===== src/include/duad_pkg.sv =====
/*
 * Package for the dual serial channel address and interrupt decoder:
 * address map constants, interrupt codes, request and select carriers.
 * Assumes a 16-bit byte-wide I/O space and a 4-bit rotary switch value.
 */
package duad_pkg;

	// ----------------------------------------------------------------
	// Widths and counts
	// ----------------------------------------------------------------
	localparam int ADDR_W = 16;
	localparam int ID_W = 4;
	localparam int CHAN_N = 2;

	// ----------------------------------------------------------------
	// Switch values and reset values
	// ----------------------------------------------------------------
	localparam logic [3:0] ID_RESET = 4'h0;
	localparam logic [3:0] ID_LAST_COMPAT = 4'h3;
	localparam logic [3:0] ID_FIRST_RSVD = 4'hE;

	// ----------------------------------------------------------------
	// Address map
	// ----------------------------------------------------------------
	localparam logic [15:0] BASE_PORT_THREE = 16'h03E8;
	localparam logic [15:0] BASE_PORT_FOUR = 16'h02E8;
	localparam logic [15:0] BASE_ENH_A = 16'h01A0;
	localparam logic [15:0] BASE_ENH_B = 16'h02A0;
	localparam logic [15:0] BASE_ALT_A = 16'h01C0;
	localparam logic [15:0] BASE_ALT_B = 16'h02C0;
	localparam logic [15:0] BASE_ENH_8 = 16'h9800;
	localparam logic [15:0] BASE_ENH_9 = 16'h9820;
	localparam logic [15:0] BASE_ENH_A2 = 16'h9840;
	localparam logic [15:0] BASE_ENH_B2 = 16'h9860;
	localparam logic [15:0] BASE_ENH_C = 16'h0700;
	localparam logic [15:0] BASE_ENH_D = 16'h0720;
	localparam logic [15:0] SECOND_OFS = 16'h0008;
	localparam logic [15:0] VECTOR_OFS = 16'h001F;
	localparam int WIN_LSB = 3;

	// ----------------------------------------------------------------
	// Interrupt line codes
	// ----------------------------------------------------------------
	typedef enum logic [2:0] {
		IRQ_NONE = 3'h0,
		IRQ_L5 = 3'h1,
		IRQ_L7 = 3'h2,
		IRQ_L9 = 3'h3,
		IRQ_L10 = 3'h4
	} duad_irq_t;

	// ----------------------------------------------------------------
	// Carriers
	// ----------------------------------------------------------------
	typedef struct packed {
		logic [15:0] addr;
		logic rd;
		logic wr;
	} duad_req_t;

	typedef struct packed {
		logic first;
		logic second;
		logic vector;
		logic rd;
		logic wr;
		logic [2:0] offset;
	} duad_sel_t;

	typedef struct packed {
		logic irq5;
		logic irq7;
		logic irq9;
		logic irq10;
	} duad_lines_t;

	typedef struct packed {
		logic valid;
		logic enhanced;
		logic [15:0] base0;
		logic [15:0] base1;
		duad_irq_t irq0;
		duad_irq_t irq1;
	} duad_map_t;

endpackage


===== src/logic/duad_decoder.sv =====
/*
 * Address decode and interrupt routing for a two channel serial module.
 * Assumes host strobes are synchronous one-cycle pulses on core_clk and
 * that the rotary switch and host family strap are static while running.
 */
`timescale 1ns/1ps

// Notes on behaviour
// - Switch ID 0-3 gives compatible mode, 4-D enhanced, fixed maps.
// - Compatible: first channel at 03E8-03EF, second at 02E8-02EF.
// - Compatible: IRQ5 first, IRQ7 second; ID picks which lines drive.
// - Enhanced: channels share one line by ID; IDs 9, A split; B none.
// - Enhanced: first channel at ID base, second at base plus 8.
// - Alternate host: IDs 4-7 at 01C0/02C0, IDs 8 and C use IRQ10.
// - The ID reads as 0 until captured, the compatible default.
// - Enhanced: vector register at base plus 1Fh shows requesters.
module duad_decoder #(
	parameter int CHANNELS = duad_pkg::CHAN_N
) (
	// Clock and reset
	input wire logic core_clk,
	input wire logic reset_n,
	// Switch and strap
	input wire logic [3:0] switch_id,
	input wire logic alt_host,
	// Host byte bus
	input wire duad_pkg::duad_req_t host_req,
	// Channel interrupt requests
	input wire logic [1:0] chan_irq,
	// Decoded selects
	output duad_pkg::duad_sel_t chan_sel,
	// Vector read data
	output logic [7:0] rd_data,
	output logic rd_valid,
	// Interrupt lines
	output duad_pkg::duad_lines_t irq_lines,
	// Status
	output logic mode_enh,
	output logic cfg_ready
);

	// ----------------------------------------------------------------
	// Parameter check
	// ----------------------------------------------------------------
	if (CHANNELS != duad_pkg::CHAN_N) begin : g_bad_chan
		$error("Only two channels are supported");
	end

	// ----------------------------------------------------------------
	// Map lookup
	// ----------------------------------------------------------------
	function automatic duad_pkg::duad_map_t map_of(input logic [3:0] id,
			input logic alt);
		duad_pkg::duad_map_t m;
		logic [15:0] b;
		m = '0;
		b = '0;
		m.valid = 1'b1;
		m.enhanced = (id > duad_pkg::ID_LAST_COMPAT);
		case (id)
			4'h0, 4'h1, 4'h2, 4'h3: begin
				m.base0 = duad_pkg::BASE_PORT_THREE;
				m.base1 = duad_pkg::BASE_PORT_FOUR;
				m.irq0 = (id == 4'h1 || id == 4'h0) ? duad_pkg::IRQ_L5
					: duad_pkg::IRQ_NONE;
				m.irq1 = (id == 4'h2 || id == 4'h0) ? duad_pkg::IRQ_L7
					: duad_pkg::IRQ_NONE;
			end
			4'h4, 4'h5, 4'h6, 4'h7: begin
				if (alt) begin
					b = id[1] ? duad_pkg::BASE_ALT_B : duad_pkg::BASE_ALT_A;
				end else begin
					b = id[1] ? duad_pkg::BASE_ENH_B : duad_pkg::BASE_ENH_A;
				end
				m.irq0 = id[0] ? duad_pkg::IRQ_L7 : duad_pkg::IRQ_L5;
				m.irq1 = m.irq0;
			end
			4'h8: begin
				b = duad_pkg::BASE_ENH_8;
				m.irq0 = alt ? duad_pkg::IRQ_L10 : duad_pkg::IRQ_L9;
				m.irq1 = m.irq0;
			end
			4'h9: begin
				b = duad_pkg::BASE_ENH_9;
				m.irq0 = duad_pkg::IRQ_L5;
				m.irq1 = duad_pkg::IRQ_L7;
			end
			4'hA: begin
				b = duad_pkg::BASE_ENH_A2;
				m.irq0 = duad_pkg::IRQ_L7;
				m.irq1 = duad_pkg::IRQ_L9;
			end
			4'hB: begin
				b = duad_pkg::BASE_ENH_B2;
			end
			4'hC: begin
				b = duad_pkg::BASE_ENH_C;
				m.irq0 = alt ? duad_pkg::IRQ_L10 : duad_pkg::IRQ_L9;
				m.irq1 = m.irq0;
			end
			4'hD: begin
				b = duad_pkg::BASE_ENH_D;
				m.irq0 = duad_pkg::IRQ_L7;
				m.irq1 = duad_pkg::IRQ_L7;
			end
			default: begin
				m = '0;
			end
		endcase
		if (m.enhanced && m.valid) begin
			m.base0 = b;
			m.base1 = b + duad_pkg::SECOND_OFS;
		end
		return m;
	endfunction

	function automatic logic win_hit(input logic [15:0] a,
			input logic [15:0] base);
		return a[15:duad_pkg::WIN_LSB] == base[15:duad_pkg::WIN_LSB];
	endfunction

	// ----------------------------------------------------------------
	// Switch capture
	// ----------------------------------------------------------------
	typedef enum logic [1:0] {
		ST_CAPTURE = 2'b00,
		ST_RUN = 2'b01
	} duad_state_t;

	duad_state_t state, next_state;
	logic [3:0] cur_id, next_cur_id;
	logic cur_alt, next_cur_alt;

	always_comb begin
		next_state = state;
		next_cur_id = cur_id;
		next_cur_alt = cur_alt;
		case (state)
			ST_CAPTURE: begin
				next_cur_id = switch_id;
				next_cur_alt = alt_host;
				next_state = ST_RUN;
			end
			ST_RUN: begin
				next_state = ST_RUN;
			end
			default: begin
				next_state = ST_CAPTURE;
			end
		endcase
	end

	always_ff @(posedge core_clk or negedge reset_n) begin
		if (!reset_n) begin
			state <= ST_CAPTURE;
			cur_id <= duad_pkg::ID_RESET;
			cur_alt <= 1'b0;
		end else begin
			state <= next_state;
			cur_id <= next_cur_id;
			cur_alt <= next_cur_alt;
		end
	end

	// ----------------------------------------------------------------
	// Decode and routing
	// ----------------------------------------------------------------
	duad_pkg::duad_map_t map;
	duad_pkg::duad_sel_t next_chan_sel;
	duad_pkg::duad_lines_t next_irq_lines;
	logic [7:0] next_rd_data;
	logic next_rd_valid;
	logic run, acc, vec_hit;

	assign map = map_of(cur_id, cur_alt);
	assign run = (state == ST_RUN);
	// Every access is one byte at one address
	assign acc = run && map.valid && (host_req.rd || host_req.wr);
	assign vec_hit = map.enhanced
		&& host_req.addr == map.base0 + duad_pkg::VECTOR_OFS;

	always_comb begin
		next_chan_sel = '0;
		next_chan_sel.rd = host_req.rd;
		next_chan_sel.wr = host_req.wr;
		next_chan_sel.offset = host_req.addr[2:0];
		if (acc) begin
			next_chan_sel.first = win_hit(host_req.addr, map.base0);
			next_chan_sel.second = win_hit(host_req.addr, map.base1);
			next_chan_sel.vector = vec_hit;
		end
		if (!(next_chan_sel.first || next_chan_sel.second
				|| next_chan_sel.vector)) begin
			next_chan_sel.rd = 1'b0;
			next_chan_sel.wr = 1'b0;
		end
		next_rd_valid = acc && vec_hit && host_req.rd;
		next_rd_data = next_rd_valid ? {6'h00, chan_irq} : 8'h00;
		next_irq_lines = '0;
		if (run) begin
			for (int c = 0; c < 2; c++) begin
				case (c == 0 ? map.irq0 : map.irq1)
					duad_pkg::IRQ_L5: next_irq_lines.irq5 |= chan_irq[c];
					duad_pkg::IRQ_L7: next_irq_lines.irq7 |= chan_irq[c];
					duad_pkg::IRQ_L9: next_irq_lines.irq9 |= chan_irq[c];
					duad_pkg::IRQ_L10: next_irq_lines.irq10 |= chan_irq[c];
					default: begin
					end
				endcase
			end
		end
	end

	always_ff @(posedge core_clk or negedge reset_n) begin
		if (!reset_n) begin
			chan_sel <= '0;
			rd_data <= 8'h00;
			rd_valid <= 1'b0;
			irq_lines <= '0;
			mode_enh <= 1'b0;
			cfg_ready <= 1'b0;
		end else begin
			chan_sel <= next_chan_sel;
			rd_data <= next_rd_data;
			rd_valid <= next_rd_valid;
			irq_lines <= next_irq_lines;
			mode_enh <= map.enhanced && run;
			cfg_ready <= run;
		end
	end
endmodule


===== config.mk =====
export PLATFORM = sky130hd
export DESIGN_NAME = duad_decoder
export DESIGN_NICKNAME = d
export VERILOG_FILES = /design/src/include/duad_pkg.sv /design/src/logic/duad_decoder.sv
export SDC_FILE = /design/constraint.sdc
export NUM_CORES = 1
export LEC_CHECK = 0
export BUFFER_PORTS_ARGS = -buffer_cell sky130_fd_sc_hd__buf_2
export CAP_MARGIN = 40
export CORE_MARGIN = 2
export CORE_UTILIZATION = 45
export DETAILED_ROUTE_END_ITERATION = 16
export PLACE_DENSITY = 0.74
export SLEW_MARGIN = 0
export SYNTH_ARGS = -nofsm -noshare
export SYNTH_HDL_FRONTEND = slang
export SYNTH_SLANG_ARGS = --single-unit

===== constraint.sdc =====
create_clock -name core_clk -period 1.55 [get_ports core_clk]
set_input_delay 0.155 -clock core_clk [delete_from_list [all_inputs] [get_ports core_clk]]
set_output_delay 0.155 -clock core_clk [all_outputs]
set_load 0.1 [all_outputs]

==> run summary <==
Largest net degree at the start of global routing -> 24
Failing checks -> negative setup slack
Final core occ -> 0.675
Reg clk slew, reported paths -> 0.14 ns
I/O Buffers -> 43
Worst setup SP type -> register
Hold Crit Class -> in2reg
CTS root buf -> clkbuf_4
First-pass GRT wire length -> 6180 um
Number of synthesized flops with an enable pin -> 0
FILL cells -> 263
Remaining DRCs -> 0
Antenna Cells -> 0
Synthesis Warnings -> 0
Iteration-0 DRC Markers -> 60
Min Tclk post-route -> 1.75 ns
Placer Congestion -> 0.841
TritonCTS Buffers -> 3
CTS H-tree lvls -> 1
Setup CP Type -> reg2reg
Final hold vios -> 0
Initial antenna violation count -> 0
Final clock period utilization by the worst path -> 1.13
Clock Skew -> 0.0128 ns
WP buf/inv -> 2
P&R area growth vs syn -> 42.2%
Antenna-violating nets left -> 0
I/O pins -> 50
Pre-CTS WS -> -0.240 ns
Syn avg cell area -> 8.94 sq um
Vias in the first global route -> 1461
Net Switching -> 0.000650 W
Combinational Power Share -> 0.423
Fmax -> 572 MHz
Register area share after synthesis -> 0.397
Wire per inst -> 14.2 um
CP max stage delay -> 0.43 ns
Maxcap violations -> 0
Sequential Area -> 578 sq um
Yosys reg bits -> 23
Area of the multi-input gates -> 841 sq um
P_int -> 0.000990 W
Layout cell share with drive strength beyond 1 -> 0.462
Grt ovf -> 0
Worst skew pair latency -> 0.33 ns
Row cnt -> 20
Max Fanout on Critical Path -> 7
Top_reg_cell synth -> dfrtp_1
Peak supply drop -> 0.000648 V
Top-area cell type share of the netlist area -> 0.397
Mapped Cells -> 162
Status -> finished with violations
Clock network power share -> 0.181
Dpl hpwl -> 3030 um
CTS tree -> built
Die Ht -> 60.7 um
Family with the most delay on the worst path -> compound AO/OA/AOI/OAI gates
R2r setup slk -> -0.20 ns
Global-route usage over all layers -> 0.224
Main area contributors after synthesis -> dfrtp_1 40%, nor2_1 4.4%, a21oi_1 4.1%, mux2_2 3.9%, buf_4 3.6%
Post-synth top area cell -> dfrtp_1
Die ar. -> 3690 sq um
Synth async-reset ratio -> 1.00
Maximum root-to-sink buffer count -> 2
Leakage Power -> 1.04 nW
Switching share of power -> 0.396
Worst path cell trace -> buf_6 -> buf_4 -> nand4b_1 -> o31a_1 -> a21oi_2 -> o211a_1 -> and2_4 -> and3_1
Synth Cell Area -> 1450 sq um
CP endpoint kind -> register
Sink Count -> 23
Nets@finish -> 266
RSZ-0062 raised after global routing -> true
Synth unique cells -> 49
Slew Viols, Final -> 0
Starting utilization of the core area -> 0.475
Vias/cell -> 5.45
Setup violators final -> 8
Routed WL -> 4000 um
Reg power frac -> 0.397
Die Width -> 60.7 um
First-pass DRT Iterations -> 4
PnR worst setup slack -> -0.198 ns
Slowest-stage cell, CP -> dfrtp_1
WP data required -> 1.78 ns
Vias -> 1538
Core footprint -> 3050 sq um
Power Dens Cells -> 796 nW/um^2
Crit path DAT -> 1.98 ns
==> worst paths after layout <==
| path | from | to | depth (start not counted) |
|---|---|---|---|
| max | cur_id[3]$_DFFE_PN0N_ | rd_data[1]$_DFF_PN0_ | 8 |
| min | switch_id[0] | cur_id[0]$_DFFE_PN0N_ | 2 |
| max reg2reg | cur_id[3]$_DFFE_PN0N_ | rd_data[1]$_DFF_PN0_ | 8 |
| min reg2reg | state[0]$_DFF_PN0_ | cfg_ready$_DFF_PN0_ | 1 |
| max in group asynchronous | reset_n | cur_id[1]$_DFFE_PN0N_ | 2 |
| min in group asynchronous | reset_n | rd_data[0]$_DFF_PN0_ | 2 |
==> cell usage after synthesis (2+ instances only) <==
| master | instances |
|---|---|
| a211oi_1 | 2 |
| a21oi_1 | 12 |
| a22oi_1 | 2 |
| a31oi_1 | 7 |
| a32oi_1 | 2 |
| and3_1 | 2 |
| buf_2 | 5 |
| buf_4 | 7 |
| buf_6 | 2 |
| clkbuf_1 | 2 |
| conb_1 | 2 |
| dfrtp_1 | 23 |
| inv_1 | 6 |
| mux2_2 | 5 |
| mux2i_1 | 2 |
| nand2_1 | 8 |
| nand2b_1 | 2 |
| nand3_1 | 3 |
| nor2_1 | 17 |
| nor2b_1 | 8 |
| nor3_1 | 4 |
| o211a_1 | 2 |
| o21ai_0 | 8 |
| or3_1 | 2 |
| xnor2_1 | 2 |
| xor2_1 | 2 |
==> repair_timing <==
| action | 4_1_cts | 5_1_grt |
|---|---|---|
| buffers inserted | 2 | 2 |
| pin swaps | 10 | 7 |
| hold buffers | 4 | 0 |
| endpoints found under the hold margin | 26 | 0 |
| setup endpoints to repair | 10 | 11 |
| gates cloned | 0 | 0 |
| resized for setup | 14 | 12 |
==> cells in the final DEF (no fill, tap or decap), drive strengths merged, types with 2 or more instances in the layout <==
cell / n
buf: 79
dfrtp: 23
nor2: 17
a21oi: 12
nor2b: 9
o21ai: 9
nand2: 8
conb: 7
a31oi: 7
inv: 6
mux2: 5
nor3: 4
dlygate4sd3: 4
nand3: 3
clkbuf: 3
a22oi: 2
nand2b: 2
xnor2: 2
o211a: 2
xor2: 2
mux2i: 2
and3: 2
o221a: 2
or3: 2
a211oi: 2
a32oi: 2
==> state kept, by name, indices dropped and copies added, names as in the netlist <==
signal and flops:
state 1, cfg_ready 1, irq_lines 4, cur_id 4, mode_enh 1, rd_valid 1
rd_data 2, cur_alt 1, chan_sel 8
==> through the flow <==
stage	cells	cell area, sq um	hold slack (ns)	TNS [ns]	total power, W
final	282	2060	0.0386	-1.29	0.00164
after global routing	282	2060	0.0368	-1.97	0.00171
after CTS	280	2000	0.0362	-1.14	0.00161
after detailed placement	270	1870	0.151	-1.18	0.00129
after global placement	270	1870	0.136	-0.785	0.00127
after floorplan	167	1470	-0.141	0	0.00108
==> power groups by stage <==
stage	clock, W	sequential (W)	combinational (W)
4_1_cts	0.000301	0.000650	0.000661
3_5_place_dp	0	0.000660	0.000628
6_report	0.000296	0.000651	0.000693
2_1_floorplan	0	0.000759	0.000317
3_3_place_gp	0	0.000658	0.000611
5_1_grt	0.000325	0.000655	0.000734
==> metal layers <==
| layer | part of all wire | up-vias | track usage |
|---|---|---|---|
| met4 | 0.011 | 0 | 0.0621 |
| li1 | - | 721 | - |
| met2 | 0.52 | 81 | 0.409 |
| met1 | 0.39 | 729 | 0.261 |
| met3 | 0.074 | 7 | 0.0533 |
| met5 | 0 | - | 0 |
==> area by class of cell <==
class                   instances  area share
flip-flops and latches         23       0.281
well taps                      44      0.0267
clock buffers                   3      0.0109
clock inverters                 1     0.00243
repair buffers                 83       0.260
multi-input cells             122       0.408
inverters                       6      0.0109
==> cells by family after synthesis <==
logic type,count (synthesis),synth area share
buf+inv,22,0.0898
xor+xnor,4,0.0242
flops,23,0.397
simple gates,57,0.212
compound gates,47,0.219
mux,7,0.0527
other cells,2,0.00518
Note: power is estimated with default switching activity, not from simulation.
